[src/conv_fec_regs.svh]
// Purpose: Offsets, field positions, reset values and fixed figures of the convolutional encoder.
// Assumes: Included by its bare name; definitions only.
// Notes:   Register words are 32-bit aligned on the AHB-Lite slave.
`ifndef CONV_FEC_REGS_SVH
`define CONV_FEC_REGS_SVH

`define CFE_CTRL_OFS      12'h000
`define CFE_STAT_OFS      12'h004
`define CFE_DIN_OFS       12'h008
`define CFE_DOUT_OFS      12'h00c
`define CFE_CNT_OFS       12'h010
`define CFE_CODES_OFS     12'h014
`define CFE_ID_OFS        12'h018

`define CFE_CTRL_EN_BIT   0
`define CFE_CTRL_CLR_BIT  1
`define CFE_CTRL_SRC_BIT  2
`define CFE_CTRL_RST      32'h0000_0001

`define CFE_STAT_INRDY    0
`define CFE_STAT_OUTVAL   1
`define CFE_STAT_FULL     2

`define CFE_DOUT_VAL_BIT  31
`define CFE_CODES_MIN     2
`define CFE_CODES_MAX     7
`define CFE_ID_VALUE      32'h0c0d_e001

`endif

[src/conv_fec_pkg.sv]
// Purpose: Types shared by the convolutional encoder files.
// Assumes: Nothing beyond the register header.
// Notes:   Holds types only; numbers live in the header.
`default_nettype none
package conv_fec_pkg;
	typedef enum logic [1:0] {
		AHB_IDLE  = 2'b01,
		AHB_WRITE = 2'b10
	} ahb_phase_t;
endpackage : conv_fec_pkg
`default_nettype wire

[src/conv_fec_encoder.sv]
// Purpose: Feed-forward convolutional encoder with AHB-Lite control and a stream port.
// Assumes: One clock core_clk_i at 100 MHz; rstn_i asynchronous, active low.
// Notes:   Generator codes are octal-valued parameters; taps that are zero vanish in synthesis.
`timescale 1ns/1ps
`default_nettype none
`include "conv_fec_regs.svh"

module conv_fec_encoder
	import conv_fec_pkg::*;
#(
	parameter int                CONSTRAINT_LEN = 7,
	parameter int                NUM_CODES      = 2,
	parameter logic [7*32-1:0]   CODES          = {160'h0, 32'o133, 32'o171},
	parameter bit                USE_ENABLE     = 1'b1
) (
	input  wire logic                 core_clk_i,
	input  wire logic                 rstn_i,
	input  wire logic                 enc_rst_i,
	input  wire logic                 enable_i,
	input  wire logic                 din_i,
	input  wire logic                 vin_i,
	output logic                      vin_ready_o,
	output logic [NUM_CODES-1:0]      code_out_o,
	output logic                      vout_o,
	input  wire logic                 vout_ready_i,
	input  wire logic                 hsel_i,
	input  wire logic [31:0]          haddr_i,
	input  wire logic [1:0]           htrans_i,
	input  wire logic                 hwrite_i,
	input  wire logic [2:0]           hsize_i,
	input  wire logic [31:0]          hwdata_i,
	input  wire logic                 hready_i,
	output logic [31:0]               hrdata_o,
	output logic                      hreadyout_o,
	output logic                      hresp_o
);
	localparam int STAGES = CONSTRAINT_LEN - 1;
	localparam int DW     = NUM_CODES;

	// A mistyped code count is caught at elaboration rather than as odd output.
	if (NUM_CODES < `CFE_CODES_MIN || NUM_CODES > `CFE_CODES_MAX) begin : g_bad_codes
		$error("generator code count out of range");
	end

	// Tap masks: bit CONSTRAINT_LEN-1 of a code weights the newest bit.
	logic [CONSTRAINT_LEN-1:0] tap_mask [NUM_CODES];
	genvar gi;
	for (gi = 0; gi < NUM_CODES; gi++) begin : g_taps
		assign tap_mask[gi] = CODES[gi*32 +: CONSTRAINT_LEN];
	end

	// Pin-side inputs except vout_ready_i and the bus pass two flip-flops before any logic reads them.
	logic [1:0] sync_rst_r;
	logic [1:0] sync_en_r;
	logic [1:0] sync_din_r;
	logic [1:0] sync_vin_r;
	logic [1:0] sync_rst_nxt;
	logic [1:0] sync_en_nxt;
	logic [1:0] sync_din_nxt;
	logic [1:0] sync_vin_nxt;

	always_comb begin
		sync_rst_nxt = {sync_rst_r[0], enc_rst_i};
		sync_en_nxt  = {sync_en_r[0], enable_i};
		sync_din_nxt = {sync_din_r[0], din_i};
		sync_vin_nxt = {sync_vin_r[0], vin_i};
	end

	always_ff @(posedge core_clk_i or negedge rstn_i) begin
		if (!rstn_i) begin
			sync_rst_r <= 2'h0;
			sync_en_r  <= 2'h0;
			sync_din_r <= 2'h0;
			sync_vin_r <= 2'h0;
		end else begin
			sync_rst_r <= sync_rst_nxt;
			sync_en_r  <= sync_en_nxt;
			sync_din_r <= sync_din_nxt;
			sync_vin_r <= sync_vin_nxt;
		end
	end

	// Register file state.
	logic [31:0]           ctrl_r;
	logic [31:0]           ctrl_nxt;
	logic [31:0]           in_cnt_r;
	logic [31:0]           in_cnt_nxt;
	logic [31:0]           hrdata_r;
	logic [31:0]           hrdata_nxt;
	ahb_phase_t            phase_r;
	ahb_phase_t            phase_nxt;
	logic [11:0]           wadr_r;
	logic [11:0]           wadr_nxt;
	logic                  sw_push;
	logic                  sw_bit;
	logic                  sw_pop;

	// Encoder state.
	logic [STAGES-1:0]     shreg_r;
	logic [STAGES-1:0]     shreg_nxt;
	logic                  src_valid;
	logic                  src_bit;
	logic                  run_en;
	logic                  clear;
	logic                  take;
	logic [CONSTRAINT_LEN-1:0] window;
	logic [DW-1:0]         code_bits;

	// Buffer between encoder and consumer.
	logic                  buf_in_ready;
	logic                  buf_out_valid;
	logic                  buf_out_ready;
	logic [DW-1:0]         buf_out_data;
	logic                  buf_full;

	assign run_en    = USE_ENABLE ? (sync_en_r[1] & ctrl_r[`CFE_CTRL_EN_BIT]) : 1'b1;
	assign clear     = sync_rst_r[1] | ctrl_r[`CFE_CTRL_CLR_BIT];
	// Software may feed bits instead of the pins; the mode bit chooses the source.
	assign src_valid = ctrl_r[`CFE_CTRL_SRC_BIT] ? sw_push : sync_vin_r[1];
	assign src_bit   = ctrl_r[`CFE_CTRL_SRC_BIT] ? sw_bit : sync_din_r[1];
	// A bit is taken only with valid, enable and buffer room, so stalls lose nothing.
	assign take      = src_valid & run_en & buf_in_ready & ~clear;
	assign vin_ready_o = run_en & buf_in_ready & ~clear & ~ctrl_r[`CFE_CTRL_SRC_BIT];

	assign window = {src_bit, shreg_r};

	always_comb begin
		code_bits = '0;
		for (int c = 0; c < DW; c++) begin
			code_bits[c] = ^(window & tap_mask[c]);
		end
	end

	always_comb begin
		shreg_nxt = shreg_r;
		if (clear) begin
			shreg_nxt = '0;
		end else if (take) begin
			shreg_nxt = {src_bit, shreg_r[STAGES-1:1]};
		end
	end

	always_ff @(posedge core_clk_i or negedge rstn_i) begin
		if (!rstn_i) begin
			shreg_r <= '0;
		end else begin
			shreg_r <= shreg_nxt;
		end
	end

	// Code bits and their valid enter the buffer together, one entry per taken bit.
	conv_fec_skid #(
		.WIDTH (DW),
		.DEPTH (2)
	) u_skid (
		.core_clk_i  (core_clk_i),
		.rstn_i      (rstn_i),
		.in_valid_i  (take),
		.in_ready_o  (buf_in_ready),
		.in_data_i   (code_bits),
		.out_valid_o (buf_out_valid),
		.out_ready_i (buf_out_ready),
		.out_data_o  (buf_out_data),
		.full_o      (buf_full)
	);

	assign buf_out_ready = ctrl_r[`CFE_CTRL_SRC_BIT] ? sw_pop : vout_ready_i;
	assign code_out_o    = buf_out_data;
	assign vout_o        = buf_out_valid & ~ctrl_r[`CFE_CTRL_SRC_BIT];

	// AHB-Lite slave: zero wait states, always OKAY.
	logic addr_ok;
	logic [11:0] radr;
	assign addr_ok     = hsel_i & hready_i & htrans_i[1];
	assign radr        = haddr_i[11:0];
	assign hreadyout_o = 1'b1;
	assign hresp_o     = 1'b0;
	assign hrdata_o    = hrdata_r;

	// In software mode, reads of the data port pop one entry and a write of DIN pushes one bit.
	assign sw_push = (phase_r == AHB_WRITE) && (wadr_r == `CFE_DIN_OFS);
	assign sw_bit  = hwdata_i[0];
	assign sw_pop  = addr_ok && !hwrite_i && (radr == `CFE_DOUT_OFS) && buf_out_valid;

	always_comb begin
		phase_nxt  = AHB_IDLE;
		wadr_nxt   = wadr_r;
		ctrl_nxt   = ctrl_r;
		in_cnt_nxt = in_cnt_r;
		hrdata_nxt = hrdata_r;
		if (take) begin
			in_cnt_nxt = in_cnt_r + 32'h0000_0001;
		end
		if (phase_r == AHB_WRITE) begin
			unique case (wadr_r)
				`CFE_CTRL_OFS: ctrl_nxt = {29'h0, hwdata_i[2:0]};
				`CFE_CNT_OFS:  in_cnt_nxt = 32'h0000_0000;
				default: ;
			endcase
		end
		if (addr_ok && hwrite_i) begin
			phase_nxt = AHB_WRITE;
			wadr_nxt  = radr;
		end else if (addr_ok) begin
			unique case (radr)
				`CFE_CTRL_OFS:  hrdata_nxt = ctrl_r;
				`CFE_STAT_OFS:  hrdata_nxt = {29'h0, buf_full, buf_out_valid, buf_in_ready};
				`CFE_DOUT_OFS:  hrdata_nxt = {buf_out_valid, 31'(buf_out_data)};
				`CFE_CNT_OFS:   hrdata_nxt = in_cnt_r;
				`CFE_CODES_OFS: hrdata_nxt = 32'(NUM_CODES);
				`CFE_ID_OFS:    hrdata_nxt = `CFE_ID_VALUE;
				default:        hrdata_nxt = 32'h0000_0000;
			endcase
		end
	end

	always_ff @(posedge core_clk_i or negedge rstn_i) begin
		if (!rstn_i) begin
			phase_r  <= AHB_IDLE;
			wadr_r   <= 12'h000;
			ctrl_r   <= `CFE_CTRL_RST;
			in_cnt_r <= 32'h0000_0000;
			hrdata_r <= 32'h0000_0000;
		end else begin
			phase_r  <= phase_nxt;
			wadr_r   <= wadr_nxt;
			ctrl_r   <= ctrl_nxt;
			in_cnt_r <= in_cnt_nxt;
			hrdata_r <= hrdata_nxt;
		end
	end
endmodule : conv_fec_encoder
`default_nettype wire

[src/conv_fec_skid.sv]
// Purpose: Two-entry buffer with valid and ready on both sides.
// Assumes: Single clock, asynchronous active-low reset.
// Notes:   Ready upstream is registered-state based, so a stall costs no word.
`timescale 1ns/1ps
`default_nettype none
module conv_fec_skid #(
	parameter int WIDTH = 8,
	parameter int DEPTH = 2
) (
	input  wire logic             core_clk_i,
	input  wire logic             rstn_i,
	input  wire logic             in_valid_i,
	output logic                  in_ready_o,
	input  wire logic [WIDTH-1:0] in_data_i,
	output logic                  out_valid_o,
	input  wire logic             out_ready_i,
	output logic      [WIDTH-1:0] out_data_o,
	output logic                  full_o
);
	localparam int AW = (DEPTH > 1) ? $clog2(DEPTH) : 1;

	logic [WIDTH-1:0] mem_r [DEPTH];
	logic [AW-1:0]    wptr_r;
	logic [AW-1:0]    wptr_nxt;
	logic [AW-1:0]    rptr_r;
	logic [AW-1:0]    rptr_nxt;
	logic [AW:0]      cnt_r;
	logic [AW:0]      cnt_nxt;
	logic             push;
	logic             pop;

	assign in_ready_o  = (cnt_r != (AW+1)'(DEPTH));
	assign out_valid_o = (cnt_r != '0);
	assign out_data_o  = mem_r[rptr_r];
	assign full_o      = ~in_ready_o;
	assign push        = in_valid_i & in_ready_o;
	assign pop         = out_valid_o & out_ready_i;

	always_comb begin
		wptr_nxt = wptr_r;
		rptr_nxt = rptr_r;
		cnt_nxt  = cnt_r;
		if (push) begin
			wptr_nxt = (wptr_r == AW'(DEPTH-1)) ? '0 : wptr_r + 1'b1;
		end
		if (pop) begin
			rptr_nxt = (rptr_r == AW'(DEPTH-1)) ? '0 : rptr_r + 1'b1;
		end
		if (push && !pop) begin
			cnt_nxt = cnt_r + 1'b1;
		end else if (pop && !push) begin
			cnt_nxt = cnt_r - 1'b1;
		end
	end

	always_ff @(posedge core_clk_i or negedge rstn_i) begin
		if (!rstn_i) begin
			wptr_r <= '0;
			rptr_r <= '0;
			cnt_r  <= '0;
		end else begin
			wptr_r <= wptr_nxt;
			rptr_r <= rptr_nxt;
			cnt_r  <= cnt_nxt;
		end
	end

	// Storage carries no reset; only written entries are ever presented.
	always_ff @(posedge core_clk_i) begin
		if (push) begin
			mem_r[wptr_r] <= in_data_i;
		end
	end
endmodule : conv_fec_skid
`default_nettype wire

[config.mk]
export PLATFORM = sky130hd
export DESIGN_NAME = conv_fec_encoder
export DESIGN_NICKNAME = d
export VERILOG_FILES = /design/src/conv_fec_pkg.sv /design/src/conv_fec_encoder.sv /design/src/conv_fec_skid.sv
export VERILOG_INCLUDE_DIRS = /design/src
export SDC_FILE = /design/constraint.sdc
export NUM_CORES = 1
export LEC_CHECK = 0
export BUFFER_PORTS_ARGS = -buffer_cell sky130_fd_sc_hd__buf_2
export CORE_ASPECT_RATIO = 1.25
export CORE_MARGIN = 1.5
export CORE_UTILIZATION = 45
export CTS_BUF_LIST = sky130_fd_sc_hd__clkbuf_4
export CTS_CLUSTER_DIAMETER = 30
export DETAILED_ROUTE_END_ITERATION = 12
export PLACE_DENSITY = 0.77
export SETUP_SLACK_MARGIN = 0.15
export SKIP_LAST_GASP = 1
export SLEW_MARGIN = 20
export SYNTH_ARGS = -nofsm -noshare
export SYNTH_HDL_FRONTEND = slang
export SYNTH_SLANG_ARGS = --single-unit
[constraint.sdc]
create_clock -name core_clk_i -period 2.4 [get_ports core_clk_i]
set_input_delay 0.12 -clock core_clk_i [delete_from_list [all_inputs] [get_ports core_clk_i]]
set_output_delay 0.12 -clock core_clk_i [all_outputs]
set_load 0.005 [all_outputs]
Word level (Yosys, flattened, before mapping)
Memory sizes are Yosys's and may differ from the RTL's.
Cells that the tools add are included.

word-level totals
  bits in writable memories = 4
  output and inout bits = 38
  register bits after elaboration = 99
  latch bits = 0
  memory bits (read-only) = 0
  memories = 1
  input bits = 79

cells by class
  add/subtract/negate cells = 5
  shift-type cells = 0
  mux-type cells = 16
  order comparisons = 0
  multipliers = 0
  eq/ne operators = 9
  bitwise operators = 17
  div/mod/pow operators = 0
  reductions and logical operators = 19

memories
  name          depth  bits a word  read ports  clocked after memory_dff  wr ports  line                 text
  u_skid.mem_r  2      2            1           0                         1         conv_fec_skid.sv:22  logic [WIDTH-1:0] mem_r [DEPTH];

operator list
  cell                     number
  $pmux W32 S6             1
  $mux W32                 3
  $eq A12 B5 Y1 const B    4
  $add A32 B1 Y32 const B  1
  $eq A12 B4 Y1 const B    2
  $logic_not A12 Y1        2
  $reduce_xor A7 Y1        2
  $and A1 B1 Y1            12
  $eq A12 B3 Y1 const B    1
  $mux W6                  2
  $logic_and A1 B1 Y1      7
  $mux W1                  7
  $mux W2                  3
  $reduce_bool A2 Y1       3
  $not A1 Y1               4
  $reduce_and A2 Y1        2
  $logic_not A1 Y1         3
  $add A1 B1 Y1 const B    2
  $add A2 B1 Y2 const B    1
  $eq A2 B2 Y1 const B     1
  $ne A2 B2 Y1 const B     1
  $sub A2 B1 Y2 const B    1
  $or A1 B1 Y1             1

Depth between registers and ports, before layout
Gate-level depths: netlist of run 1.

  depth in word-level cells = 11
  gate-level depth with buffers = 9
  depth with buffers taken out = 8

Modules after synthesis
From an unflattened synthesis of run 1, not the netlist that was laid out.

second synthesis, totals
  cell total of the unflattened synthesis = 456
  area total of the unflattened synthesis = 4916.0 um2

modules (own cells, without submodules)
  module            cells an instance  times used  area each (um2)
  conv_fec_encoder  431                1           4555.6
  conv_fec_skid     25                 1           360.3

Worst setup path after synthesis of run 1
OpenSTA, ideal clock, no wires.

  kind = flip-flop to flip-flop
  start = register ctrl_r[1]
  end = register in_cnt_r[22]
  period minus slack after synthesis = 2.206 ns
  setup time = 0.136 ns
  path buffers = 4
  arrival = 2.070 ns
  stages on the path, launching flop included = 10
  setup slack = 0.194 ns
  cells stage by stage = dfrtp_1 or2_0 buf_6 or3_4 buf_6 a211o_4 buf_6 buf_2 o31ai_1 a21oi_1

between the ends
  cells in the longest elaborated chain, start to end = 6

ends and longest elaborated chain
  item                      line                     text
  start: declaration        conv_fec_encoder.sv:84   logic [31:0] ctrl_r;
  start signal: assignment  conv_fec_encoder.sv:221  ctrl_r <= `CFE_CTRL_RST;
  start signal: assignment  conv_fec_encoder.sv:227  ctrl_r <= ctrl_nxt;
  $or A1 B1 Y1 (*)          conv_fec_encoder.sv:117  assign clear = sync_rst_r[1] | ctrl_r[`CFE_CTRL_CLR_BIT];
  $not A1 Y1 (*)            conv_fec_encoder.sv:122  assign take = src_valid & run_en & buf_in_ready & ~clear;
  $and A1 B1 Y1 (*)         conv_fec_encoder.sv:122
  $mux W32 (*)              conv_fec_encoder.sv:191  if (take) begin
  $mux W32                  conv_fec_encoder.sv:195  unique case (wadr_r)
  $mux W32 (*)              conv_fec_encoder.sv:194  if (phase_r == AHB_WRITE) begin
  via in_cnt_nxt[22]        conv_fec_encoder.sv:87   logic [31:0] in_cnt_nxt;
  end signal: assignment    conv_fec_encoder.sv:228  in_cnt_r <= in_cnt_nxt;
  end: declaration          conv_fec_encoder.sv:86   logic [31:0] in_cnt_r;

The timed path passes the listed nets; every way through them passes the cells marked *.
A chain may end at the register's enable or synchronous reset.

Final worst setup path of run 1
  start = register wadr_r[1]
  end = register in_cnt_r[28]

between the ends
  cells in the longest elaborated chain, start to end = 9

ends and longest elaborated chain
  item                         line                     text
  start: declaration           conv_fec_encoder.sv:92   logic [11:0] wadr_r;
  start signal: assignment     conv_fec_encoder.sv:226  wadr_r <= wadr_nxt;
  $eq A12 B4 Y1 (no line)      -
  $logic_and A1 B1 Y1          conv_fec_encoder.sv:181  assign sw_push = (phase_r == AHB_WRITE) && (wadr_r == `CFE_DIN_OFS);
  $mux W1                      conv_fec_encoder.sv:119  assign src_valid = ctrl_r[`CFE_CTRL_SRC_BIT] ? sw_push : sync_vin_r[1];
  $and A1 B1 Y1 (3 in series)  conv_fec_encoder.sv:122
  $mux W32                     conv_fec_encoder.sv:191
  $mux W32                     conv_fec_encoder.sv:195
  $mux W32 (*)                 conv_fec_encoder.sv:194
  via in_cnt_nxt[28]           conv_fec_encoder.sv:87

Marked as above.

==> impl_metrics.tcl, run 1 <==
set metrics [dict create \
    crit_fanout 8 \
    grt_pass1_vias 3651 \
    cp-start-kind "flip-flop" \
    hold_ws_ps 50.2 \
    tns_ps 0 \
    synth_edf_count 4 \
    fmax_ghz 0.447 \
    clockBufferDepth 2 \
    fin_nets 616 \
    grtUsageMet1_pct 26.6 \
    synth.top_cell.area_share_pct 51.6 \
    core_area_sq_um 10200 \
    timing.final.crit_share_pct 93.3 \
    vias_per_cell 5.54 \
    synth-simple-area-share_pct 18.6 \
    drive_gt1_share_pct 25.9 \
    vias 3706 \
    required_ps 2820 \
    place.gp.congestion 0.822 \
    synthFlopType "dfrtp_1" \
    drcViolationCount 0 \
    use_met2_pct 32.7 \
    cts_sinks 103 \
    hp-class "in2reg" \
    overflow 0 \
    syn2layout_area_growth_pct 20.7 \
    final_common_cell "dfrtp_1" \
    track_usage_pct 20.3 \
    finalHoldViolCount 0 \
    clkTransAtPathRegs_ps 160 \
    antenna_found_initial 0 \
    p_per_area_nw_per_um2 537 \
    drv_slew 0 \
    max_slew_margin_pct 63.7 \
    antennaDiodeCount 0 \
    muxShareOfSynthArea_pct 2.90 \
    synth-xor-area-share_pct 3.54 \
    status "completed" \
    syn-instance-count 444 \
    skew_ps 24.7 \
    synth_compound_area_share_pct 14.6 \
    initial_utilization_pct 46.3 \
    cts_tree "done" \
    yosysUniqueCellTypes 58 \
    finalWirelength_mm 10.6 \
    clock_tree.root_cell "clkbuf_4" \
    numPortBuffers 61 \
    fin_crit_ps 2240 \
    mostFrequentLayoutCells "97 x dfrtp_1, 61 x nand2_1, 60 x buf_2" \
    synth_area_leaders "dfrtp_1 52%, nand2_1 4.9%, a22o_1 3.7%" \
    crit_arrival_ps 2660 \
    drt_pre_antenna_iters 4 \
    die_x_um 94.4 \
    busiest_layer "met2" \
    cts_made_buffers 9 \
    drtAntennaViolNets 0 \
    dieArea_sq_um 11100 \
    clkLatencyLatePin_ps 470 \
    synth_adder_area_share_pct 0.532 \
    drt_iter0_drc 237 \
    critPathCaptureType "flip-flop" \
    ys_seq_area_share_pct 55.3 \
    yosys_warnings 0 \
    ys_async_sr_fraction_pct 96.1 \
    cap_violations 0 \
    synth_top_area_cell "dfrtp_1" \
    synth_top_family_by_area "simple AND/OR/NAND/NOR gates" \
    power.leakage_nw 2.61 \
    pin_count 117 \
    rows 41 \
    tightestPinTransition_ps 530 \
    peakVddDrop_mv 0.316 \
    h-tree-depth 3 \
    syn_area_sq_um 4700 \
    wire_per_inst_um 15.8 \
    grt_use_met3_pct 4.22 \
    syn_avg_cell_area_sq_um 10.6 \
    dieHeight_um 117 \
    power_mw 3.05 \
    grt_pass1_wl_mm 17.6 \
    postLayoutCoreUtil_pct 55.9 \
    synth_nets 525 \
    ys_ff_latch 103 \
    setup_viol 0 \
    grt_max_degree 58 \
    criticalPathCategory "reg2reg" \
    rsz0062_at_grt "true" \
    hpwl_mm 6.83 \
]
## metal layers
metal  wire length, um  part of all wire [%]  vias to the layer above
met2              5410                    51                       99
met5                 0                     0                        -
met3               464                   4.4                       17
met4               230                   2.2                        0
li1                  -                     -                     1774
met1              4450                    42                     1816
## metrics by stage
step,cell area (sq um),setup slack [ps],cells
final,5680,162,669
after global routing,5680,13.2,669
after CTS,5610,155,668
after detailed placement,5180,4.19,623
after global placement,5180,133,623
after floorplan,4700,194,444
## area by class of cell
cell class / instances / area (sq um)
Fill cell: 860 / 4480
Inverter: 8 / 30.0
Clock inverter: 6 / 38.8
Tap cell: 129 / 161
Sequential cell: 103 / 2600
Clock buffer: 10 / 75.1
Multi-Input combinational cell: 302 / 2000
Timing Repair Buffer: 111 / 776
## logic make-up (layout without fill, tap and decap cells)
logic type                 count (synthesis)  after routing
and+or+nand+nor                          167            167
DFF                                      103            103
AOI/OAI and AO/OA                         99             99
buffers and inverters                     39            135
xor gates and xnor gates                  19             19
muxes                                     13             13
adders and majority gates                  2              2
other                                      2              2
## worst paths after layout
path | end | startpoint | cells after the start | slack (ps)
worst max-delay path | in_cnt_r[28] | wadr_r[1] | 7 | 160
worst min-delay path | u_skid.rptr_r | vout_ready_i | 4 | 50
worst max register to register | in_cnt_r[28] | wadr_r[1] | 7 | 160
worst min register to register | sync_en_r[1] | sync_en_r[0] | 0 | 370
max in group asynchronous | phase_r[0] | rstn_i | 3 | 1470
min in group asynchronous | hrdata_o[1] | rstn_i | 2 | 170
## state kept, by name, summed over array words and instances, names as in the netlist
register       flops
hrdata_o          32
in_cnt_r          32
wadr_r            12
shreg_r            6
u_skid.mem_r       4
ctrl_r             3
phase_r            2
sync_din_r         2
sync_en_r          2
sync_rst_r         2
sync_vin_r         2
u_skid.cnt_r       2
u_skid.rptr_r      1
u_skid.wptr_r      1
## power by group
group | internal, mW | switching (mW)
Clock | 0.222 | 0.560
Combinational | 0.189 | 0.192
Sequential | 1.82 | 0.0654
## synth_stat cells (all sizes together) (2+ instances only)
library cell and number:
a2111oi 6, a211oi 4, a21o 3, a21oi 25, a22o 20, and2 2, and3 3, and4 4
buf 13, clkbuf 18, conb 2, dfrtp 97, dfstp 2, edfxtp 4, ha 2, inv 8
mux2 5, mux2i 8, nand2 61, nand2b 3, nand3 11, nand4 6, nor2 33, nor2b 2
nor4 3, nor4b 2, o21ai 21, o31ai 12, or2 3, or3 14, or4 14, xnor2 15
xor2 4
## critical path, cell delays in order (launching register included)
cell and delay, ps:
dfrtp_1 420, nor4b_2 260, buf_4 150, nand4_1 190, a211o_4 410, buf_8 150, or4_4 510, a21oi_2 120
## timing repair
item	4_1_cts	5_1_grt
hold endpoints to repair	61	0
setup buffers	8	1
setup endpoints to repair	27	25
pin swaps	4	24
resized for setup	9	15
hold buffers	21	0
Power figures use the tool's default switching activity.
==> inputs of run 2 (changes only) <==
--- a/config.mk
+++ b/config.mk
@@ -19,4 +19,5 @@
 export SLEW_MARGIN = 20
 export SYNTH_ARGS = -nofsm -noshare
 export SYNTH_HDL_FRONTEND = slang
+export SYNTH_HIERARCHICAL = 1
 export SYNTH_SLANG_ARGS = --single-unit
==> impl_metrics.tcl, run 2 <==
set metrics [dict create \
    status "completed" \
    setup_viol 0 \
    core_area_sq_um 10600 \
    grt_pass1_wl_mm 18.7 \
    startpoint "haddr_i[5]" \
    combPwrFrac_pct 11.9 \
    ys_ff_latch 103 \
    drive_gt1_share_pct 25.1 \
    tns_ps 0 \
    crit_fanout 2 \
    drtAntennaViolNets 0 \
    p_sw_mw 0.902 \
    grt_pass1_vias 3839 \
    critPathTopFamily "simple AND/OR/NAND/NOR gates" \
    synthTopCellsByCount "97 x dfrtp_1, 58 x nand2_1, 40 x nor2_1" \
    place.gp.congestion 0.875 \
    clockBufferDepth 2 \
    power_frac_clock_pct 29.7 \
    synth_adder_area_share_pct 0.509 \
    skew_ps 24.7 \
    syn2layout_area_growth_pct 18.9 \
    synth_top_family_by_area "simple AND/OR/NAND/NOR gates" \
    swShare_pct 27.8 \
    yosys_warnings 6 \
    synthFlopType "dfrtp_1" \
    hpwl_mm 7.84 \
    dieArea_sq_um 11600 \
    peakVddDrop_mv 0.241 \
    grt_max_degree 56 \
    synth_edf_count 4 \
    clkLatencyLatePin_ps 490 \
    tightestPinTransition_ps 650 \
    post_dp_cell_area_sq_um 5430 \
    antenna_found_initial 1 \
    track_usage_pct 21.2 \
    fmax_ghz 0.459 \
    synth_nets 537 \
    dieHeight_um 120 \
    vias 3920 \
    drcViolationCount 0 \
    fin_area_sq_um 5850 \
    hp-class "in2reg" \
    cts_sinks 103 \
    synth_area_leaders "dfrtp_1 49%, xnor2_1 5.2%, nand2_1 4.4%" \
    crit_arrival_ps 2590 \
    mostFrequentLayoutCells "97 x dfrtp_1, 60 x buf_2, 58 x nand2_1" \
    overflow 0 \
    drt_iter0_drc 255 \
    ys_async_sr_fraction_pct 96.1 \
    ys_seq_area_share_pct 52.9 \
    vias_per_cell 5.77 \
    rows 42 \
    fin_crit_ps 2180 \
    initial_utilization_pct 46.3 \
    power.leakage_nw 2.64 \
    numPortBuffers 61 \
    critPathCaptureType "flip-flop" \
    rsz0062_at_grt "true" \
    postLayoutCoreUtil_pct 55.1 \
    cap_violations 0 \
    criticalPathCategory "in2reg" \
    timing.final.crit_share_pct 90.8 \
    path_cells "dlygate4sd3_1, buf_2, nor3_1, nand3_1, nor4_2, mux2_2, nand2_4, ha_1, nor2_1, xor2_1" \
    max_slew_margin_pct 55.6 \
    finalHoldViolCount 0 \
    synth_compound_area_share_pct 14.9 \
    p_int_mw 2.35 \
    muxShareOfSynthArea_pct 3.44 \
    rr_startpoint "wadr_r[6]" \
    die_x_um 96.5 \
    clkTransAtPathRegs_ps 160 \
    fillers 894 \
    cp-start-kind "primary input" \
    worstHoldStart "vout_ready_i" \
    cts_made_buffers 9 \
    synth-xor-area-share_pct 5.70 \
    drv_slew 0 \
    cts_tree "done" \
    required_ps 2810 \
    syn_avg_cell_area_sq_um 10.8 \
    finalWirelength_mm 11.4 \
    h-tree-depth 3 \
    slowest_delay_ps 530 \
    seq_power_share_pct 58.5 \
    pin_count 117 \
    fin_nets 622 \
    synth-simple-area-share_pct 19.4 \
    post-synth-top-count-cell "dfrtp_1" \
    slowest_stage "dlygate4sd3_1" \
    yosysUniqueCellTypes 59 \
    cp_num_buf_inv 2 \
    synth_top_area_cell "dfrtp_1" \
    syn-instance-count 456 \
    drt_pre_antenna_iters 5 \
    syn_area_sq_um 4920 \
    power_mw 3.25 \
    final_common_cell "dfrtp_1" \
    wire_per_inst_um 16.8 \
    synth.top_cell.area_share_pct 49.4 \
    clock_tree.root_cell "clkbuf_4" \
    p_per_area_nw_per_um2 556 \
    r2r_slack_ps 220 \
]
run 2: worst reg2reg max path, delay by kind of cell (launching register included):
kind	cells	cell delay (ps)
simple gates	4	780
compound gates	1	230
buf+inv	2	250
fa+ha+maj	1	250
xor+xnor	1	170
flops	1	440
run 2: cells by family (layout without fill, tap and decap cells):
group / Yosys count / count (layout)
mux: 16 / 16
other cells: 2 / 3
fa+ha+maj: 2 / 2
compound gates: 93 / 93
xor+xnor: 32 / 32
flops: 103 / 103
buf+inv: 34 / 124
simple gates: 174 / 174
run 2: worst paths after layout:
path | endpoint | cells past startpoint
setup / recovery | u_skid/cnt_r[1] | 10
hold / removal | u_skid/rptr_r | 4
setup reg to reg | u_skid/cnt_r[1] | 9
hold reg to reg | sync_en_r[1] | 0
max in group asynchronous | phase_r[0] | 3
min in group asynchronous | wadr_r[3] | 2
run 2: final cells by class:
class / count / area [sq um] / area share (%)
antenna: 1 / 2.50 / 0.0428
multi-input combinational: 319 / 2210 / 37.8
inverter: 6 / 22.5 / 0.385
timing repair buffer: 102 / 696 / 11.9
sequential: 103 / 2600 / 44.5
tap: 132 / 165 / 2.83
clock inverter: 7 / 85.1 / 1.46
clock buffer: 9 / 67.6 / 1.16
run 2: per-layer routing:
metal | global-route usage, % | wire length, um
met1 | 26.8 | 4730
met2 | 33.7 | 5750
met3 | 3.49 | 522
met4 | 12.5 | 415
met5 | 0 | 0
run 2: power groups by stage:
stage | sequential, mW | clock (mW) | combinational (mW)
CTS | 1.90 | 0.997 | 0.382
global placement | 1.93 | 0 | 0.344
finish | 1.90 | 0.964 | 0.385
floorplan | 1.92 | 0 | 0.233
detailed placement | 1.93 | 0 | 0.353
global route | 1.91 | 1.08 | 0.426
run 2: per-stage QoR:
stage	hold slack [ps]	instances	setup slack [ps]
after floorplan	-176	456	204
after global placement	154	639	169
after detailed placement	157	639	72.0
after CTS	23.6	678	185
after global routing	47.2	679	125
final	52.4	679	222
run 2: timing repair:
item / in CTS / in global routing
buffers inserted: 1 / 0
pin swaps: 1 / 1
endpoints found under the setup margin: 6 / 10
resized for setup: 2 / 3
hold buffers: 22 / 0
endpoints found under the hold margin: 64 / 0
==> inputs of run 3 (changes only) <==
--- a/config.mk
+++ b/config.mk
@@ -6,11 +6,11 @@
 export SDC_FILE = /design/constraint.sdc
 export NUM_CORES = 1
 export LEC_CHECK = 0
+export ABC_CLOCK_PERIOD_IN_PS = 2400
 export BUFFER_PORTS_ARGS = -buffer_cell sky130_fd_sc_hd__buf_2
 export CORE_ASPECT_RATIO = 1.25
 export CORE_MARGIN = 1.5
 export CORE_UTILIZATION = 45
-export CTS_BUF_LIST = sky130_fd_sc_hd__clkbuf_4
 export CTS_CLUSTER_DIAMETER = 30
 export DETAILED_ROUTE_END_ITERATION = 12
 export PLACE_DENSITY = 0.77
==> impl_metrics.tcl, run 3 (same netlist as run 2, synthesis figures left out) <==
set metrics [dict create \
    status "completed" \
    place.gp.congestion 0.875 \
    grt_pass1_vias 3747 \
    drt_pre_antenna_iters 5 \
    clock_tree.root_cell "clkbuf_16" \
    drv_slew 0 \
    startpoint "wadr_r[6]" \
    max_slew_margin_pct 54.8 \
    drtAntennaViolNets 0 \
    rows 42 \
    drt_iter0_drc 231 \
    finalHoldViolCount 0 \
    r2r_slack_ps 240 \
    numPortBuffers 61 \
    hold_ws_ps 25.6 \
    skew_ps 8.31 \
    peakVddDrop_mv 0.328 \
    hold_depth 2 \
    overflow 0 \
    slowest_stage "dfrtp_1" \
    tightestPinTransition_ps 660 \
    grt_pass1_wl_mm 18.7 \
    worstHoldStart "hwdata_i[1]" \
    pin_count 117 \
    hpwl_mm 7.84 \
    fmax_ghz 0.463 \
    finalWirelength_mm 11.4 \
    mostFrequentLayoutCells "97 x dfrtp_1, 60 x buf_2, 58 x nand2_1" \
    cts_sinks 103 \
    slowest_delay_ps 410 \
    final_common_cell "dfrtp_1" \
    die_x_um 96.5 \
    fin_crit_ps 2160 \
    antenna_found_initial 0 \
    antennaDiodeCount 0 \
    instances_no_fill 671 \
    grt_max_degree 56 \
    cp-start-kind "flip-flop" \
    crit_arrival_ps 2430 \
    timing.final.crit_share_pct 90.0 \
    vias_per_cell 5.78 \
    setup_viol 0 \
    dieArea_sq_um 11600 \
    required_ps 2680 \
    dieHeight_um 120 \
    critPathTopFamily "simple AND/OR/NAND/NOR gates" \
    drcViolationCount 0 \
    cap_violations 0 \
    syn2layout_area_growth_pct 20.5 \
    hp-class "in2reg" \
    h-tree-depth 3 \
    initial_utilization_pct 46.3 \
    clockBufferDepth 2 \
    critical_path_depth 6 \
    rr_startpoint "wadr_r[6]" \
    cts_tree "done" \
    criticalPathCategory "reg2reg" \
    track_usage_pct 21.1 \
    cts_made_buffers 9 \
    clkLatencyLatePin_ps 350 \
    p_per_area_nw_per_um2 632 \
    rsz0062_at_grt "true" \
    reg2reg_to "in_cnt_r[19]" \
    power.leakage_nw 2.69 \
    drive_gt1_share_pct 25.4 \
    critPathCaptureType "flip-flop" \
    fin_nets 615 \
    reg2reg_depth 6 \
    clkTransAtPathRegs_ps 80 \
    path_cells "nor4_4, nand4_4, buf_12, a2111oi_4, or3b_1, a21oi_1" \
    vias 3880 \
    tns_ps 0 \
    cp_num_buf_inv 1 \
    place_inst 639 \
    core_area_sq_um 10600 \
    wire_per_inst_um 16.9 \
    crit_fanout 16 \
    whs_endpoint "ctrl_r[1]" \
]
==> run 3: cell count changes in the layout (fill, tap and decap cells not counted), sizes merged <==
cell | previous run | this run
dlygate4sd3 | 22 | 15
clkbuf | 9 | 10
diode | 1 | 0
bufinv | 1 | 0
==> run 3: worst register-to-register path, delay by kind of cell, from the launching register on <==
family / cells / cell delay, ps
simple gates: 3 / 930
flops: 1 / 410
buf+inv: 1 / 180
compound gates: 2 / 570
==> run 3: metrics by stage <==
stage | util, % | power [mW] | area, sq um | worst slack [ps]
after floorplan | - | 2.15 | 4920 | 204
after global placement | 51.1 | 2.27 | 5430 | 169
after detailed placement | 51.1 | 2.29 | 5430 | 72.0
after CTS | 55.7 | 3.78 | 5910 | 148
after global routing | 55.8 | 3.92 | 5930 | 149
final | 55.8 | 3.75 | 5930 | 241
==> run 3: area by class of cell <==
cell class / count / area (sq um)
sequential: 103 / 2600
clock buffer: 10 / 250
clock inverter: 6 / 55.1
timing repair buffer: 95 / 626
fill: 890 / 4690
multi-input combinational: 319 / 2210
tap: 132 / 165
inverter: 6 / 22.5
==> run 3: worst max path at each step <==
stage | endpoint | slack (ps)
after floorplan | u_skid/cnt_r[1] | 200
after global placement | u_skid/cnt_r[1] | 170
after detailed placement | u_skid/cnt_r[1] | 70
after CTS | in_cnt_r[31] | 150
final | in_cnt_r[19] | 240
after global routing | u_skid/cnt_r[1] | 150
==> run 3: routing by layer <==
| layer | part of all wire (%) | track usage, % | vias up |
|---|---|---|---|
| li1 | - | - | 1796 |
| met1 | 42 | 27.6 | 1921 |
| met2 | 51 | 34.2 | 139 |
| met3 | 4.7 | 3.68 | 24 |
| met4 | 2.3 | 8.51 | 0 |
| met5 | 0 | 0 | - |
==> run 3: what timing repair did <==
action	4_1_cts	5_1_grt
pin swaps	1	1
endpoints found under the setup margin	7	10
gates resized for setup	2	3
hold buffers	15	0
endpoints found under the hold margin	57	0
buffers inserted	1	0
==> run 3: power breakdown <==
part	internal [mW]	leakage [nW]	switching [mW]
registers	1.82	1.37	0.0788
clock network	0.791	0.152	0.683
logic	0.178	1.16	0.198
